[src/rtl/ccp_map.vh]
// Purpose: Register map, field positions and reset values for the channel value high byte
//          and timer-select block.
// Assumes: Avalon-MM byte addresses, one aligned 32-bit word per register.
// Notes:   Eight-bit registers sit in the low byte; upper bits read as zero.
`ifndef CCP_MAP_VH
`define CCP_MAP_VH

// Word offsets (byte addresses)
`define OFS_VALUE_HIGH_BASE  6'h00
`define OFS_CHAN_CTRL_BASE   6'h14
`define OFS_TSEL_A           6'h28
`define OFS_TSEL_B           6'h2C
`define NUM_CHAN             5

// Per-channel control word fields
`define CTRL_MODE_MSB        3
`define CTRL_MODE_LSB        0
`define CTRL_ALIGN_BIT       4

// Reset values
`define RST_VALUE_HIGH       8'h00
`define RST_CHAN_CTRL        5'h00
`define RST_TSEL_A           8'h55
`define RST_TSEL_B           6'h15

// Timer-select field positions in the second select register
`define TSELB_CHAN5_LSB      0
`define TSELB_PWM6_LSB       2
`define TSELB_PWM7_LSB       4

// Mode codes
`define MODE_OFF             4'h0
`define MODE_CMP_TGL_CLR     4'h1
`define MODE_CMP_TGL         4'h2
`define MODE_CAP_FIRST       4'h3
`define MODE_CAP_LAST        4'h7
`define MODE_CMP_FIRST       4'h8
`define MODE_CMP_LAST        4'hB
`define MODE_PWM             4'hF

// Timer-select codes
`define TSEL_RESERVED        2'h0
`define TSEL_BASE_LOW        2'h1
`define TSEL_BASE_MID        2'h2
`define TSEL_BASE_HIGH       2'h3

`endif

[src/rtl/ccp_chan_high.v]
// Purpose: One channel: value high byte, capture load, compare match and PWM width bits.
// Assumes: Timer inputs and events are synchronous to clk.
// Notes:   Software write and capture on the same edge: capture wins.
`timescale 1ns/1ps
`include "ccp_map.vh"

module ccp_chan_high (
  input  wire       clk,
  input  wire       rst,
  input  wire [3:0] mode,
  input  wire       align,
  input  wire [1:0] tsel,
  input  wire [7:0] sixteen_bit_timer_one_hi,
  input  wire [7:0] sixteen_bit_timer_three_hi,
  input  wire [7:0] sixteen_bit_timer_five_hi,
  input  wire       capture_evt,
  input  wire       wr_en,
  input  wire [7:0] wr_data,
  output reg  [7:0] value_r,
  output reg        match_hi_r,
  output reg  [7:0] width_hi_r,
  output reg  [2:0] cc_sel_r,
  output reg  [2:0] pwm_sel_r
);

  // Code to one-hot time base; reserved code selects nothing
  function [2:0] tsel_onehot;
    input [1:0] code;
    begin
      case (code)
        `TSEL_BASE_LOW:  tsel_onehot = 3'h1;
        `TSEL_BASE_MID:  tsel_onehot = 3'h2;
        `TSEL_BASE_HIGH: tsel_onehot = 3'h4;
        default:         tsel_onehot = 3'h0;
      endcase
    end
  endfunction

  wire       is_pwm = (mode == `MODE_PWM);
  wire       is_cap = (mode >= `MODE_CAP_FIRST) && (mode <= `MODE_CAP_LAST);
  wire       is_cmp = (mode == `MODE_CMP_TGL_CLR) || (mode == `MODE_CMP_TGL) ||
                      ((mode >= `MODE_CMP_FIRST) && (mode <= `MODE_CMP_LAST));
  wire [2:0] sel    = tsel_onehot(tsel);
  reg  [7:0] tmr_hi;

  // Selected 16-bit timer high byte; reserved code reads as zero
  always @* begin
    case (sel)
      3'h1:    tmr_hi = sixteen_bit_timer_one_hi;
      3'h2:    tmr_hi = sixteen_bit_timer_three_hi;
      3'h4:    tmr_hi = sixteen_bit_timer_five_hi;
      default: tmr_hi = 8'h00;
    endcase
  end

  // Value byte: capture loads the timer high byte, else software write
  always @(posedge clk or posedge rst) begin
    if (rst) begin
      value_r <= `RST_VALUE_HIGH;
    end else if (is_cap && capture_evt && (sel != 3'h0)) begin
      value_r <= tmr_hi;
    end else if (wr_en) begin
      value_r <= wr_data;
    end
  end

  // Outputs are quiet when the channel is off or the mode does not use them
  always @(posedge clk or posedge rst) begin
    if (rst) begin
      match_hi_r <= 1'b0;
      width_hi_r <= 8'h00;
      cc_sel_r   <= 3'h0;
      pwm_sel_r  <= 3'h0;
    end else begin
      match_hi_r <= is_cmp && (sel != 3'h0) && (value_r == tmr_hi);
      if (!is_pwm) begin
        width_hi_r <= 8'h00;
      end else if (align) begin
        width_hi_r <= value_r;
      end else begin
        width_hi_r <= {6'h00, value_r[1:0]};
      end
      cc_sel_r  <= (is_cap || is_cmp) ? sel : 3'h0;
      pwm_sel_r <= is_pwm ? sel : 3'h0;
    end
  end

endmodule

[src/rtl/ccp_high_tsel.v]
// Purpose: Value high bytes of five capture/compare/PWM channels and the timer-select
//          registers for them and for two standalone PWM channels, on Avalon-MM.
// Assumes: Single clock; timers and capture events synchronous to clk.
// Notes:   Each access is answered one cycle after the request is seen.
//          Writes need the low byte lane; other lanes carry nothing here.
//          A reserved select code leaves the channel without a time base.
//          Mode off silences a channel's outputs but keeps its value byte.
//          Readdata stands until the next read completes.
// Functional notes
// - Capture loads high byte from selected timer
// - Compare uses high byte as upper byte
// - Right-aligned PWM uses bits 1:0 only
// - Left-aligned PWM uses all eight bits
// - Two-bit select picks channel time base
// - First select register holds channels four..one
// - Second holds chan5, PWM6, PWM7; 7:6 zero
// - Standalone PWM select picks timer six/four/two
// - Mode field selects off, capture, compare, PWM
// - Alignment bit set means left-aligned, PWM only
`timescale 1ns/1ps
`include "ccp_map.vh"

module ccp_high_tsel (
  input  wire        clk,
  input  wire        rst,
  input  wire [5:0]  address,
  input  wire        read,
  input  wire        write,
  input  wire [31:0] writedata,
  input  wire [3:0]  byteenable,
  output reg  [31:0] readdata,
  output wire        waitrequest,
  input  wire [15:0] sixteen_bit_timer_one,
  input  wire [15:0] sixteen_bit_timer_three,
  input  wire [15:0] sixteen_bit_timer_five,
  input  wire [4:0]  capture_event,
  output wire [4:0]  compare_match_hi,
  output wire [39:0] pwm_width_msb,
  output wire [14:0] cc_timer_sel,
  output wire [14:0] pwm_timer_sel,
  output reg  [2:0]  pwm_six_timer_sel,
  output reg  [2:0]  pwm_seven_timer_sel
);

  // Register map, one word per register with its data in the low byte: the value
  // high bytes of channels one to five, their control words, then the two select
  // registers. Unmapped words read zero and ignore writes.

  // Standalone PWM select code to one-hot {six, four, two}
  // The reserved code decodes to no timer rather than a guess at one
  function [2:0] pwm_base;
    input [1:0] code;
    begin
      case (code)
        `TSEL_BASE_LOW:  pwm_base = 3'h1;
        `TSEL_BASE_MID:  pwm_base = 3'h2;
        `TSEL_BASE_HIGH: pwm_base = 3'h4;
        default:         pwm_base = 3'h0;
      endcase
    end
  endfunction

  // Byte address of word idx of a register group; cut to the bus width on purpose
  function [5:0] word_ofs;
    input [5:0]   base;
    input integer idx;
    reg   [31:0]  full;
    begin
      full     = base + (idx * 4);
      word_ofs = full[5:0];
    end
  endfunction

  reg         ack_r;
  reg  [7:0]  tsel_a_r;
  reg  [5:0]  tsel_b_r;
  reg  [7:0]  tsel_a_nxt;
  reg  [5:0]  tsel_b_nxt;
  reg  [4:0]  ctrl_r [0:`NUM_CHAN-1];
  wire [39:0] value_bus;
  wire [9:0]  chan_tsel;

  // Address hits shared by the write side and the read mux
  wire        hit_tsel_a = (address == `OFS_TSEL_A);
  wire        hit_tsel_b = (address == `OFS_TSEL_B);

  // A write lands only on the completing edge, so a request held through its wait state writes once;
  // a write with byteenable[0] low is answered but changes nothing
  wire        wr_go      = ack_r && write && byteenable[0];

  // One-cycle answer; waitrequest drops once the request has been held a cycle
  assign waitrequest = (read || write) && !ack_r;

  // ack_r clears itself after one cycle, so a request still held after its
  // completing edge is taken as a fresh access with its own wait state
  always @(posedge clk or posedge rst) begin
    if (rst) begin
      ack_r <= 1'b0;
    end else begin
      ack_r <= (read || write) && !ack_r;
    end
  end

  // Select fields per channel: four in the first register, channel five in the second
  // Field n sits at bits 2n+1:2n of this vector, so all five channels index alike
  assign chan_tsel = {tsel_b_r[`TSELB_CHAN5_LSB+1:`TSELB_CHAN5_LSB], tsel_a_r};

  // Next select values; bits above each register's width are dropped
  // Channel select outputs follow one edge after these registers change
  always @* begin
    tsel_a_nxt = tsel_a_r;
    tsel_b_nxt = tsel_b_r;
    if (wr_go && hit_tsel_a) begin
      tsel_a_nxt = writedata[7:0];
    end
    if (wr_go && hit_tsel_b) begin
      tsel_b_nxt = writedata[5:0];
    end
  end

  // Timer-select registers; reset puts every field on its lowest base code
  always @(posedge clk or posedge rst) begin
    if (rst) begin
      tsel_a_r <= `RST_TSEL_A;
      tsel_b_r <= `RST_TSEL_B;
    end else begin
      tsel_a_r <= tsel_a_nxt;
      tsel_b_r <= tsel_b_nxt;
    end
  end

  // Standalone PWM time bases, registered
  // One edge of delay keeps these aligned with the channel select outputs
  always @(posedge clk or posedge rst) begin
    if (rst) begin
      pwm_six_timer_sel   <= 3'h0;
      pwm_seven_timer_sel <= 3'h0;
    end else begin
      pwm_six_timer_sel   <= pwm_base(tsel_b_r[`TSELB_PWM6_LSB+1:`TSELB_PWM6_LSB]);
      pwm_seven_timer_sel <= pwm_base(tsel_b_r[`TSELB_PWM7_LSB+1:`TSELB_PWM7_LSB]);
    end
  end

  // One instance per channel. A capture and a software write to the same value
  // byte in one cycle keep the captured byte; the write is answered but lost.
  wire [4:0]  value_wr;
  genvar      g;
  generate
    for (g = 0; g < `NUM_CHAN; g = g + 1) begin : chan
      // Offsets of this channel's value and control words
      wire [5:0] val_ofs  = word_ofs(`OFS_VALUE_HIGH_BASE, g);
      wire [5:0] ctrl_ofs = word_ofs(`OFS_CHAN_CTRL_BASE, g);

      assign value_wr[g] = wr_go && (address == val_ofs);

      // Mode and alignment per channel; bits above the align bit are ignored
      always @(posedge clk or posedge rst) begin
        if (rst) begin
          ctrl_r[g] <= `RST_CHAN_CTRL;
        end else if (wr_go && (address == ctrl_ofs)) begin
          ctrl_r[g] <= writedata[4:0];
        end
      end

      // Value byte, match, pulse width and select outputs of this channel
      ccp_chan_high u_chan (
        .clk         (clk),
        .rst         (rst),
        .mode        (ctrl_r[g][`CTRL_MODE_MSB:`CTRL_MODE_LSB]),
        .align       (ctrl_r[g][`CTRL_ALIGN_BIT]),
        .tsel        (chan_tsel[2*g+1:2*g]),
        .sixteen_bit_timer_one_hi     (sixteen_bit_timer_one[15:8]),
        .sixteen_bit_timer_three_hi     (sixteen_bit_timer_three[15:8]),
        .sixteen_bit_timer_five_hi     (sixteen_bit_timer_five[15:8]),
        .capture_evt (capture_event[g]),
        .wr_en       (value_wr[g]),
        .wr_data     (writedata[7:0]),
        .value_r     (value_bus[8*g+7:8*g]),
        .match_hi_r  (compare_match_hi[g]),
        .width_hi_r  (pwm_width_msb[8*g+7:8*g]),
        .cc_sel_r    (cc_timer_sel[3*g+2:3*g]),
        .pwm_sel_r   (pwm_timer_sel[3*g+2:3*g])
      );
    end
  endgenerate

  // Read mux; unmapped addresses read zero. Captured values are live block state.
  reg [31:0] rd_nxt;
  integer    i;
  always @* begin
    rd_nxt = 32'h0000_0000;
    // The register groups never overlap, so at most one branch hits
    if (hit_tsel_a) begin
      rd_nxt = {24'h000000, tsel_a_r};
    end
    if (hit_tsel_b) begin
      rd_nxt = {26'h0000000, tsel_b_r};
    end
    for (i = 0; i < `NUM_CHAN; i = i + 1) begin
      if (address == word_ofs(`OFS_VALUE_HIGH_BASE, i)) begin
        rd_nxt = {24'h000000, value_bus[8*i +: 8]};
      end
      if (address == word_ofs(`OFS_CHAN_CTRL_BASE, i)) begin
        rd_nxt = {27'h0000000, ctrl_r[i]};
      end
    end
  end

  // Read data stands from the answering edge until the next read answer
  // Loaded in the wait cycle so that it is settled when waitrequest drops
  always @(posedge clk or posedge rst) begin
    if (rst) begin
      readdata <= 32'h0000_0000;
    end else if (!ack_r && read) begin
      readdata <= rd_nxt;
    end
  end

endmodule

[config.mk]
export PLATFORM = sky130hd
export DESIGN_NAME = ccp_high_tsel
export DESIGN_NICKNAME = d
export VERILOG_FILES = /design/src/rtl/ccp_chan_high.v /design/src/rtl/ccp_high_tsel.v
export VERILOG_INCLUDE_DIRS = /design/src /design/src/rtl
export SDC_FILE = /design/constraint.sdc
export NUM_CORES = 1
export LEC_CHECK = 0
export ABC_AREA = 1
export BUFFER_PORTS_ARGS = -buffer_cell sky130_fd_sc_hd__buf_2
export CORE_MARGIN = 2
export CORE_UTILIZATION = 47
export CTS_BUF_LIST = sky130_fd_sc_hd__clkbuf_8 sky130_fd_sc_hd__clkbuf_16
export CTS_CLUSTER_DIAMETER = 200
export DETAILED_ROUTE_END_ITERATION = 12
export PLACE_DENSITY = 0.7
export SETUP_SLACK_MARGIN = 0.02
export SYNTH_ARGS = -nofsm -noshare
export SYNTH_HDL_FRONTEND = slang
export SYNTH_SLANG_ARGS = --single-unit
[constraint.sdc]
create_clock -name clk -period 8.1 [get_ports clk]
set_clock_uncertainty 0.15 [all_clocks]
set_input_delay 0.81 -clock clk [delete_from_list [all_inputs] [get_ports clk]]
set_output_delay 0.81 -clock clk [all_outputs]
set_load 0.03 [all_outputs]
==> reports/qor_table.md, run 1 <==
| Group | Parameter | This run |
| --- | --- | --- |
| worst setup path | Kind of capture point of the worst setup path | register |
| drt | DRC marker count from the first detailed-route iteration | 1035 |
| power and ir drop | Leak pwr | 5.08 nW |
| status | Outcome | finished, final reports clean |
| drt | Antenna Violating Nets Remaining | 0 |
| timing | Final-layout setup total negative slack | 0 ps |
| worst setup path | Maximum fanout along the worst path | 16 |
| logic synthesis | Top cells by area in the synthesized netlist | sky130_fd_sc_hd__dfrtp_1 (48%), sky130_fd_sc_hd__nand2_1 (11%), sky130_fd_sc_hd__o221ai_1 (6.3%), sky130_fd_sc_hd__inv_1 (5.8%), sky130_fd_sc_hd__nor2_1 (5.1%) |
| job | Max-capacitance violation count | 0 |
| global routing | Number of global-route vias before repair | 7267 |
| placed design | Number of input and output port buffers inserted | 137 |
| global routing | First-pass GRT wire length | 41700 µm |
| clock tree | CTS max path bufs | 2 |
| global routing | Maximum number of pins on one net before global-route repair | 101 |
| worst setup path | Worst endpoint required time | 8290 ps |
| drt | Total length of routed wires | 27300 µm |
| worst hold path | Class of the tightest hold or removal check | reg2reg |
| die | I/O Pins | 213 |
| global routing | Total overflow reported by the global router | 0 |
| logic synthesis | Post-synthesis simple-gate area fraction | 22.5% |
| logic synthesis | Multiplexer share of the synthesized area | 0% |
| clock tree | Post-CTS setup buffer count | 0 |
| drt | Pre-antenna DRT Iters | 6 |
| drt | Post-DR wirelength/cell | 19.6 µm |
| logic synthesis | Leading register cell type out of synthesis | sky130_fd_sc_hd__dfrtp_1 |
| worst setup path | Slowest cell on the critical path | sky130_fd_sc_hd__nand3_1 |
| logic synthesis | Post-synthesis cell type count | 39 |
| power and ir drop | Total chip power | 2.08 mW |
| drt | Via count | 7847 |
| die | Area of the core | 17800 µm² |
| die | Number of core rows | 49 |
| die | Initial Util | 47.5% |
| timing | Post-route fraction of the period consumed by the critical path | 31.3% |
| timing | Final Critical Period | 2540 ps |
| clock tree | Clock latency on the worst-skew pair | 430 ps |
| placed design | Final estimated routing congestion in global placement | 1.03 |
| logic synthesis | Count of mapped cells out of synthesis | 1016 |
| logic synthesis | Mean instance size in the synthesized netlist | 8.31 µm² |
| clock tree | TritonCTS buffer count | 17 |
| power and ir drop | Power density over the cells | 210 nW/µm² |
| worst setup path | Kind of launch point of the worst setup path | input pin |
| timing | Slew Viols, Final | 0 |
| die | Chip height | 138 µm |
| clock tree | CTS H-tree depth | 4 |
| timing | Worst slew pin tran | 880 ps |
| finish | Number of antenna cells inserted | 0 |
| placed design | Total half-perimeter wirelength after legalization and detailed placement | 20000 µm |
| drt | Detailed-route vias per instance | 5.63 |
| logic synthesis | Most area-hungry cell type in the Yosys netlist | sky130_fd_sc_hd__dfrtp_1 |
| logic synthesis | Most common cell in the netlist | sky130_fd_sc_hd__nand2_1 |
| clock tree | Post-CTS resize count | 0 |
| logic synthesis | Proportion of netlist area held by the largest area contributor | 48.0% |
| worst setup path | Worst setup path category | in2reg |
| finish | Fraction of final layout cells with drive strength greater than 1 | 19.6% |
| logic synthesis | Fraction of registers with async set/reset | 100% |
| worst hold path | Hold Crit Endpoint | readdata[1] |
| logic synthesis | Most frequent cells after synthesis | sky130_fd_sc_hd__nand2_1 (241), sky130_fd_sc_hd__dfrtp_1 (162), sky130_fd_sc_hd__inv_1 (130) |
| timing | Fmax | 394 MHz |
| global routing | Initial antenna violation count | 0 |
| worst setup path | R2R depth | 4 |
| logic synthesis | Post-synth EDFFs | 0 |
| clock tree | Number of sinks handled by clock tree synthesis | 169 |
| timing | Slew Limit Headroom | 41.3% |
| worst setup path | Critical path data arrival time | 2730 ps |
| timing | Count of endpoints failing hold in the final timing report | 0 |
| logic synthesis | Number of storage elements in the synthesis netlist | 169 |
| clock tree | Hold-fix buffer count after cts | 0 |
| logic synthesis | Post-synth design cell area | 8440 µm² |
| logic synthesis | Share of synthesized cell area in full adder, half adder and majority cells | 0% |
| worst setup path | Longest individual stage delay on the worst path | 600 ps |
| worst setup path | Critical path, cell by cell | buf_2 -> nand3_2 -> inv_1 -> nand3_1 -> o21ai_0 |
| worst setup path | Terminus of the critical flop-to-flop path | tsel_a_r[0] |
| worst hold path | Hold_sp | readdata[1] |
| die | Overall die area | 19100 µm² |
| timing | Final setup fails | 0 |
| logic synthesis | Sequential element share of the synthesized area | 50.2% |
| global routing | Global routing usage summed across all routing layers | 28.5% |
| finish | Synth-to-Final Area Change | 17.0% |
| logic synthesis | Largest family of logic cells by synthesized area | simple AND/OR/NAND/NOR gates |
| worst setup path | Worst-case register-to-register setup slack | 5630 ps |
| clock tree | CTS tree | built |
| worst hold path | Worst hold stages | 2 |
| timing | RSZ-0062 raised after global routing | false |
| logic synthesis | Number of synthesis warnings | 0 |
| logic synthesis | Area fraction in compound gates after synthesis | 15.8% |
| worst setup path | Worst flop-to-flop path startpoint | ack_r |
| logic synthesis | Post-synthesis share of cell area spent on xor and xnor gates | 1.45% |
| clock tree | Clock transition at the register clock pins on the worst setup and hold paths after CTS | 60 ps |
| clock tree | Root Driver | sky130_fd_sc_hd__clkbuf_16 |
| die | Die boundary width | 138 µm |
| power and ir drop | Worst IR Drop VDD | 144 µV |
| finish | # nets final | 1252 |
| drt | Drc violations | 0 |
[placed cells by master (no fill, tap or decap), types with 5 or more instances in the layout]
cell type | Yosys | layout
sky130_fd_sc_hd__o21ai_1 | 11 | 11
sky130_fd_sc_hd__buf_2 | 5 | 137
sky130_fd_sc_hd__inv_2 | 20 | 20
sky130_fd_sc_hd__conb_1 | 1 | 24
sky130_fd_sc_hd__clkbuf_16 | 0 | 17
sky130_fd_sc_hd__nand2_1 | 241 | 241
sky130_fd_sc_hd__o211ai_1 | 19 | 19
sky130_fd_sc_hd__nand3_1 | 31 | 31
sky130_fd_sc_hd__o21ai_0 | 47 | 47
sky130_fd_sc_hd__nor2_4 | 6 | 6
sky130_fd_sc_hd__dfstp_2 | 7 | 7
sky130_fd_sc_hd__a21oi_1 | 30 | 30
sky130_fd_sc_hd__nor2_2 | 5 | 5
sky130_fd_sc_hd__nor3_1 | 12 | 12
sky130_fd_sc_hd__dfrtp_1 | 162 | 162
sky130_fd_sc_hd__o22ai_1 | 12 | 12
sky130_fd_sc_hd__nand4_1 | 17 | 17
sky130_fd_sc_hd__nor2_1 | 114 | 114
sky130_fd_sc_hd__xor2_1 | 11 | 11
sky130_fd_sc_hd__inv_1 | 130 | 131
sky130_fd_sc_hd__o221ai_1 | 61 | 61
[worst max-delay path, delay by kind of cell]
kind	cells	cell delay (ps)
buf+inv	2	670
simple gates	2	870
compound gates	1	370
[layer usage]
metal / GRT usage [%] / vias up / part of all wire, %
met5: 0 / - / 0
met4: 11.2 / 0 / 3.4
met3: 6.10 / 64 / 11
met2: 43.3 / 470 / 44
met1: 40.4 / 3714 / 42
li1: - / 3599 / -
[per-stage QoR]
| stage | setup WS, ps | area [µm²] | hold WS (ps) | std cells | utilization, % |
|---|---|---|---|---|---|
| 2_1_floorplan | 2580 | 8530 | 293 | 1039 | - |
| 3_3_place_gp | 5140 | 9240 | 311 | 1363 | 52.0 |
| 3_5_place_dp | 5160 | 9240 | 310 | 1363 | 52.0 |
| 4_1_cts | 5580 | 9880 | 328 | 1395 | 55.6 |
| 5_1_grt | 5390 | 9880 | 350 | 1395 | 55.6 |
| 6_report | 5560 | 9880 | 323 | 1395 | 55.6 |
[layout make-up]
type | count | area, µm²
Timing Repair Buffer | 139 | 701
Clock buffer | 20 | 467
Sequential cell | 169 | 4240
Tap cell | 229 | 287
Fill cell | 1679 | 7900
Multi-Input combinational cell | 676 | 3450
Clock inverter | 12 | 171
Inverter | 150 | 568
[where the power goes]
part	total, mW	switching (mW)	internal [mW]
logic	0.270	0.198	0.0718
registers	0.925	0.0370	0.888
clock network	0.881	0.341	0.540
total	2.08	0.577	1.50
[sequential cells by signal, indices dropped and copies added (netlist names)]
name,flops
chan.u_chan.width_hi_r,40
ctrl_r,25
chan.u_chan.pwm_sel_r,15
tsel_b_r,6
pwm_seven_timer_sel,3
pwm_six_timer_sel,3
chan.u_chan.match_hi_r,5
chan.u_chan.value_r,40
tsel_a_r,8
ack_r,1
chan.u_chan.cc_sel_r,15
readdata,8
[cells by family after synthesis]
group / after synthesis
other cells: 1
flops: 169
buf+inv: 194
compound gates: 195
xor+xnor: 14
simple gates: 443
[worst max path at each step]
stage / cells after the start / slack (ps) / to / start
after floorplan: 1 / 2580 / ack_r / rst
after global placement: 5 / 5140 / tsel_a_r[4] / byteenable[0]
after detailed placement: 5 / 5160 / tsel_a_r[0] / byteenable[0]
after CTS: 5 / 5580 / tsel_a_r[0] / byteenable[0]
after global routing: 5 / 5390 / tsel_a_r[0] / byteenable[0]
final: 5 / 5560 / tsel_a_r[0] / byteenable[0]
No activity file was read; power rests on OpenSTA's default activity.
==> run 2, diff against run 1 <==
==> constraint.sdc (replaced) <==
create_clock -name clk -period 2.4 [get_ports clk]
set_clock_uncertainty 0.15 [all_clocks]
set_input_delay 0.24 -clock clk [delete_from_list [all_inputs] [get_ports clk]]
set_output_delay 0.24 -clock clk [all_outputs]
set_load 0.03 [all_outputs]
==> reports/qor_table.md, run 2 (synthesis results as in run 1) <==
| Group | Parameter | This run | Change |
| --- | --- | --- | --- |
| power and ir drop | Power density over the cells | 706 nW/µm² | +240% |
| worst setup path | Number of buffer and inverter instances along the worst setup path | 4 | +2 |
| drt | Drc violations | 0 | unchanged |
| placed design | Total half-perimeter wirelength after legalization and detailed placement | 20500 µm | +2.8% |
| drt | Pre-antenna DRT Iters | 8 | +2 |
| worst setup path | Critical path, cell by cell | dlygate4sd3_1 -> buf_2 -> nor2_1 -> dlygate4sd3_1 -> nor2_1 -> buf_2 |  |
| die | Number of core rows | 49 | unchanged |
| placed design | Placement-stage cell area | 9390 µm² | +1.6% |
| clock tree | TritonCTS buffer count | 17 | unchanged |
| power and ir drop | Leak pwr | 5.21 nW | +2.4% |
| power and ir drop | Internal power | 5.12 mW | +240% |
| global routing | Maximum number of pins on one net before global-route repair | 36 | -64% |
| finish | Synth-to-Final Area Change | 20.1% |  |
| global routing | Global routing usage summed across all routing layers | 29.6% | +1.0 points |
| worst setup path | Critical path depth in cells | 6 | +1 |
| global routing | Initial antenna violation count | 0 | unchanged |
| clock tree | Clock transition at the register clock pins on the worst setup and hold paths after CTS | 70 ps | about the same |
| worst setup path | Kind of launch point of the worst setup path | input pin |  |
| finish | Final Core Density | 57.0% | +1.5 points |
| clock tree | CTS max path bufs | 2 | unchanged |
| worst setup path | Worst-case register-to-register setup slack | 370 ps | -5260 ps |
| clock tree | Number of sinks handled by clock tree synthesis | 169 | unchanged |
| clock tree | Post-CTS setup buffer count | 0 | unchanged |
| timing | Post-route fraction of the period consumed by the critical path | 92.0% |  |
| worst setup path | Maximum fanout along the worst path | 2 | -14 |
| worst setup path | Longest individual stage delay on the worst path | 550 ps | -50 ps |
| power and ir drop | Net switching share of the total power | 28.4% | +0.65 points |
| drt | Via count | 8015 | +2.1% |
| finish | Total of fill cells in the finished design | 1650 | -1.7% |
| die | Initial Util | 47.5% | unchanged |
| placed design | Number of input and output port buffers inserted | 137 | unchanged |
| clock tree | Root Driver | sky130_fd_sc_hd__clkbuf_16 |  |
| finish | Non-filler instance count after layout | 1419 | +1.7% |
| global routing | Number of global-route vias before repair | 7416 | +2.1% |
| timing | Fmax | 453 MHz |  |
| worst setup path | R2R depth | 8 | +4 |
| worst setup path | Worst setup path category | in2out |  |
| die | Chip height | 138 µm | unchanged |
| global routing | Total overflow reported by the global router | 0 | unchanged |
| worst setup path | Worst endpoint required time | 2010 ps | -6280 ps |
| finish | Number of antenna cells inserted | 0 | unchanged |
| die | Area of the core | 17800 µm² | unchanged |
| worst setup path | Terminus of the critical flop-to-flop path | chan[0].u_chan.match_hi_r |  |
| status | Outcome | finished, final reports clean |  |
| worst setup path | Termination of the worst setup path | waitrequest |  |
| timing | Slew Viols, Final | 0 | unchanged |
| power and ir drop | Proportion of power drawn by combinational gates | 13.4% | +0.4 points |
| drt | Total length of routed wires | 28000 µm | +2.7% |
| timing | Count of endpoints failing hold in the final timing report | 0 | unchanged |
| finish | Leading cell types in the layout, fill and taps excluded | sky130_fd_sc_hd__nand2_1 (241), sky130_fd_sc_hd__dfrtp_1 (162), sky130_fd_sc_hd__buf_2 (137) |  |
| die | I/O Pins | 213 | unchanged |
| power and ir drop | Worst IR Drop VDD | 499 µV | +250% |
| finish | Fraction of final layout cells with drive strength greater than 1 | 20.3% | +0.78 points |
| placed design | Placed instance count | 1376 | +0.95% |
| timing | RSZ-0062 raised after global routing | false |  |
| die | Overall die area | 19100 µm² | unchanged |
| worst hold path | Class of the tightest hold or removal check | in2reg |  |
| placed design | Final estimated routing congestion in global placement | 0.999 | -3.0% |
| finish | # nets final | 1276 | +1.9% |
| global routing | First-pass GRT wire length | 43200 µm | +3.6% |
| timing | Final worst hold slack | 114 ps | -209 ps |
| power and ir drop | Total chip power | 7.16 mW | +240% |
| finish | Post-route cell area | 10100 µm² | +2.7% |
| drt | DRC marker count from the first detailed-route iteration | 972 | -6.1% |
| drt | Post-DR wirelength/cell | 19.7 µm | +0.95% |
| worst setup path | Kind of capture point of the worst setup path | primary output |  |
| clock tree | Clock latency on the worst-skew pair | 440 ps | about the same |
| worst setup path | Worst flop-to-flop path startpoint | tsel_a_r[0] |  |
| clock tree | Hold-fix buffer count after cts | 11 | +11 |
| worst setup path | Slowest cell on the critical path | sky130_fd_sc_hd__dlygate4sd3_1 |  |
| worst setup path | Cell class contributing the biggest share of worst-path delay | buffers and inverters |  |
| worst setup path | Critical path data arrival time | 1820 ps | -910 ps |
| drt | Antenna Violating Nets Remaining | 0 | unchanged |
| power and ir drop | Power dissipated by switching net loads | 2.03 mW | +250% |
| clock tree | CTS tree | built |  |
| timing | Final Critical Period | 2210 ps |  |
| timing | Final setup fails | 0 | unchanged |
| finish | Area of the multi-input gates | 3450 µm² | unchanged |
| clock tree | Post-CTS resize count | 0 | unchanged |
| power and ir drop | Clock power share | 43.0% | +0.6 points |
| timing | Slew Limit Headroom | 48.1% | +6.8 points |
| timing | Worst slew pin tran | 777 ps | -103 ps |
| clock tree | CTS H-tree depth | 4 | unchanged |
| job | Max-capacitance violation count | 0 | unchanged |
| die | Die boundary width | 138 µm | unchanged |
| finish | Most common cell after layout, fill and taps aside | sky130_fd_sc_hd__nand2_1 |  |
| finish | Area taken by flip-flops and latches | 4240 µm² | unchanged |
| power and ir drop | Sequential share of power | 43.6% | -1.0 points |
| drt | Detailed-route vias per instance | 5.65 | +0.41% |
| finish | Largest registers ranked by flip-flop count | chan.u_chan.value_r (40), chan.u_chan.width_hi_r (40), ctrl_r (25) |  |
| worst setup path | Start point of the critical path | read |  |
## run 2: worst register-to-register path, delay by kind of cell, from the launching register on
| kind | cells | cell delay, ps |
|---|---|---|
| compound gates | 2 | 360 |
| flops | 1 | 640 |
| simple gates | 5 | 710 |
| buf+inv | 1 | 90 |
## run 2: power groups by stage
stage                     clock network [mW]  registers [mW]  logic [mW]
after floorplan                            0            3.15       0.600
after global placement                     0            3.16       0.907
after detailed placement                   0            3.16       0.915
after CTS                               3.08            3.11       0.936
after global routing                    3.20            3.13        1.03
final                                   3.08            3.12       0.959
## run 2: worst min-delay path by stage
stage | start | end | slack [ps] | cells after the start
after floorplan | writedata[2] | chan[1].u_chan.value_r[2] | 240 | 2
after global placement | rst | chan[3].u_chan.width_hi_r[2] | 250 | 2
after detailed placement | rst | chan[3].u_chan.width_hi_r[2] | 250 | 2
after CTS | sixteen_bit_timer_one[8] | chan[4].u_chan.value_r[0] | 90 | 5
after global routing | sixteen_bit_timer_one[8] | chan[4].u_chan.value_r[0] | 140 | 5
final | sixteen_bit_timer_one[14] | chan[3].u_chan.value_r[6] | 110 | 5
## run 2: area by class of cell
class / instances / area share, %
flip-flops and latches: 169 / 41.8
multi-input cells: 676 / 34.0
repair buffers: 163 / 9.45
inverters: 150 / 5.59
clock buffers: 17 / 4.19
well taps: 229 / 2.83
clock inverters: 15 / 2.18
## run 2: layer usage
metal,up-vias,GRT usage (%),wire (µm)
met5,-,0,0
met1,3796,41.6,11500
met3,74,7.41,3080
li1,3644,-,-
met4,0,10.7,960
met2,501,44.8,12400
## run 2: per-stage QoR
stage / setup TNS [ps] / worst slack (ps)
4_1_cts: 0 / 228
3_5_place_dp: 0 / 399
3_3_place_gp: 0 / 410
2_1_floorplan: -22520 / -139
6_report: 0 / 191
5_1_grt: 0 / 108
==> run 3, diff against run 2 <==
--- a/config.mk
+++ b/config.mk
@@ -14,6 +14,7 @@
 export CTS_CLUSTER_DIAMETER = 200
 export DETAILED_ROUTE_END_ITERATION = 12
 export PLACE_DENSITY = 0.7
+export RECOVER_POWER = 100
 export SETUP_SLACK_MARGIN = 0.02
 export SYNTH_ARGS = -nofsm -noshare
 export SYNTH_HDL_FRONTEND = slang
==> reports/qor_table.md, run 3 (synthesis results as in run 1) <==
| Group | Parameter | This run | Change |
| --- | --- | --- | --- |
| power and ir drop | Power dissipated by switching net loads | 2.03 mW | -0.29% |
| placed design | Total half-perimeter wirelength after legalization and detailed placement | 20500 µm | unchanged |
| worst setup path | Kind of launch point of the worst setup path | input pin |  |
| timing | Post-route fraction of the period consumed by the critical path | 93.7% | +1.7 points |
| drt | Post-DR wirelength/cell | 19.8 µm | +0.48% |
| worst setup path | Kind of capture point of the worst setup path | primary output |  |
| power and ir drop | Internal power | 5.11 mW | -0.26% |
| finish | Synth-to-Final Area Change | 18.1% |  |
| drt | Antenna Violating Nets Remaining | 0 | unchanged |
| timing | Final Critical Period | 2250 ps | +39.6 ps |
| timing | Final worst slack | 152 ps | -39.6 ps |
| worst setup path | Maximum fanout along the worst path | 2 | unchanged |
| timing | Final-layout setup total negative slack | 0 ps | unchanged |
| clock tree | Root Driver | sky130_fd_sc_hd__clkbuf_16 |  |
| global routing | Maximum number of pins on one net before global-route repair | 36 | unchanged |
| global routing | First-pass GRT wire length | 43200 µm | unchanged |
| power and ir drop | Leak pwr | 4.80 nW | -7.9% |
| drt | Pre-antenna DRT Iters | 6 | -2 |
| power and ir drop | Net switching share of the total power | 28.4% | about the same |
| power and ir drop | Worst IR Drop VDD | 508 µV | +1.8% |
| timing | Slew Limit Headroom | -1.98% | -50 points |
| power and ir drop | Total chip power | 7.14 mW | -0.26% |
| finish | Final Core Density | 56.1% | -0.96 points |
| job | Max-capacitance violation count | 1 | +1 |
| finish | Fraction of final layout cells with drive strength greater than 1 | 11.3% | -9.1 points |
| timing | Slew Viols, Final | 26 | +26 |
| drt | Detailed-route vias per instance | 5.63 | -0.35% |
| die | Number of core rows | 49 | unchanged |
| finish | # nets final | 1276 | unchanged |
| finish | Number of antenna cells inserted | 0 | unchanged |
| finish | Non-filler instance count after layout | 1419 | unchanged |
| status | Violated checks | capacitance limit, slew limit |  |
| global routing | Number of global-route vias before repair | 7416 | unchanged |
| timing | Count of endpoints failing hold in the final timing report | 0 | unchanged |
| clock tree | Number of sinks handled by clock tree synthesis | 169 | unchanged |
| die | Initial Util | 47.5% | unchanged |
| placed design | Final estimated routing congestion in global placement | 0.999 | unchanged |
| clock tree | Clock latency on the worst-skew pair | 440 ps | about the same |
| drt | Via count | 7987 | -0.35% |
| die | Chip height | 138 µm | unchanged |
| finish | Total of fill cells in the finished design | 1723 | +4.4% |
| timing | Final setup fails | 0 | unchanged |
| global routing | Global routing usage summed across all routing layers | 29.6% | unchanged |
| finish | Area of the multi-input gates | 3420 µm² | -0.73% |
| power and ir drop | Sequential share of power | 43.7% | about the same |
| die | Area of the core | 17800 µm² | unchanged |
| global routing | Total overflow reported by the global router | 0 | unchanged |
| die | Die boundary width | 138 µm | unchanged |
| placed design | Setup WS pre-CTS | 399 ps | unchanged |
| power and ir drop | Proportion of power drawn by combinational gates | 13.2% | -0.2 points |
| timing | Worst slew pin tran | 1520 ps | +745 ps |
| die | I/O Pins | 213 | unchanged |
| finish | Leading cell types in the layout, fill and taps excluded | sky130_fd_sc_hd__nand2_1 (242), sky130_fd_sc_hd__dfrtp_1 (162), sky130_fd_sc_hd__inv_1 (133) |  |
| power and ir drop | Power density over the cells | 716 nW/µm² | +1.4% |
| die | Overall die area | 19100 µm² | unchanged |
| finish | Most common cell after layout, fill and taps aside | sky130_fd_sc_hd__nand2_1 |  |
| global routing | Initial antenna violation count | 0 | unchanged |
| status | Outcome | finished, violations left |  |
| worst setup path | Worst setup path category | in2out |  |
| placed design | Number of input and output port buffers inserted | 137 | unchanged |
| clock tree | CTS tree | built |  |
| placed design | Placed instance count | 1376 | unchanged |
| worst hold path | Class of the tightest hold or removal check | in2reg |  |
| clock tree | Post-CTS resize count | 0 | unchanged |
| clock tree | CTS max path bufs | 2 | unchanged |
| clock tree | CTS H-tree depth | 4 | unchanged |
| finish | Area taken by flip-flops and latches | 4240 µm² | unchanged |
| clock tree | Clock transition at the register clock pins on the worst setup and hold paths after CTS | 70 ps | about the same |
| drt | Drc violations | 0 | unchanged |
| drt | Total length of routed wires | 28100 µm | +0.48% |
| drt | DRC marker count from the first detailed-route iteration | 984 | +1.2% |
| worst setup path | Critical path data arrival time | 1860 ps | +40 ps |
| clock tree | TritonCTS buffer count | 17 | unchanged |
| timing | RSZ-0062 raised after global routing | false |  |
| worst setup path | Worst endpoint required time | 2010 ps | about the same |
| finish | Largest registers ranked by flip-flop count | chan.u_chan.value_r (40), chan.u_chan.width_hi_r (40), ctrl_r (25) |  |
| power and ir drop | Clock power share | 43.1% | about the same |
| timing | Fmax | 445 MHz | -1.8% |
run 3: repair_timing:
action | CTS | global route
hold buffers | 11 | 0
setup buffers | 0 | 0
endpoints found under the hold margin | 30 | 0
run 3: path summary, 6_finish.rpt:
| kind | to | from | cells past startpoint | slack, ps |
|---|---|---|---|---|
| setup / recovery | waitrequest | read | 6 | 150 |
| hold / removal | chan[3].u_chan.value_r[6] | sixteen_bit_timer_one[14] | 5 | 110 |
| setup reg to reg | chan[0].u_chan.match_hi_r | tsel_a_r[0] | 8 | 250 |
| hold reg to reg | ack_r | ack_r | 1 | 330 |
| max in group asynchronous | tsel_a_r[5] | rst | 4 | 340 |
| min in group asynchronous | chan[3].u_chan.value_r[4] | rst | 3 | 550 |
run 3: metrics by stage:
step	hold WS, ps	cell area, µm²
2_1_floorplan	245	8530
3_3_place_gp	255	9390
3_5_place_dp	254	9390
4_1_cts	86.1	10100
5_1_grt	136	9970
6_report	109	9970
run 3: critical path: stages:
cell and delay, ps:
sky130_fd_sc_hd__dlygate4sd3_1 530, sky130_fd_sc_hd__clkbuf_1 120, sky130_fd_sc_hd__nor2_1 50, sky130_fd_sc_hd__dlygate4sd3_1 550, sky130_fd_sc_hd__nor2_1 130, sky130_fd_sc_hd__clkbuf_2 230
run 3: cell type report:
class / instances / share of cell area (%)
timing repair buffer: 163 / 8.18
clock inverter: 15 / 2.22
tap: 229 / 2.87
sequential: 169 / 42.5
multi-input combinational: 676 / 34.3
clock buffer: 17 / 4.27
inverter: 150 / 5.66
run 3: power by group through the flow:
stage / Combinational [mW] / Sequential, mW / Clock [mW]
3_3_place_gp: 0.907 / 3.16 / 0
2_1_floorplan: 0.600 / 3.15 / 0
4_1_cts: 0.936 / 3.11 / 3.08
6_report: 0.945 / 3.12 / 3.08
5_1_grt: 1.02 / 3.13 / 3.20
3_5_place_dp: 0.915 / 3.16 / 0
run 3: per-layer routing:
metal  global-route usage, %  vias up  wire (µm)
li1                        -     3645          -
met3                    7.41       70       3070
met4                    10.7        0        982
met5                       0        -          0
met1                    41.6     3787      11600
met2                    44.8      485      12500
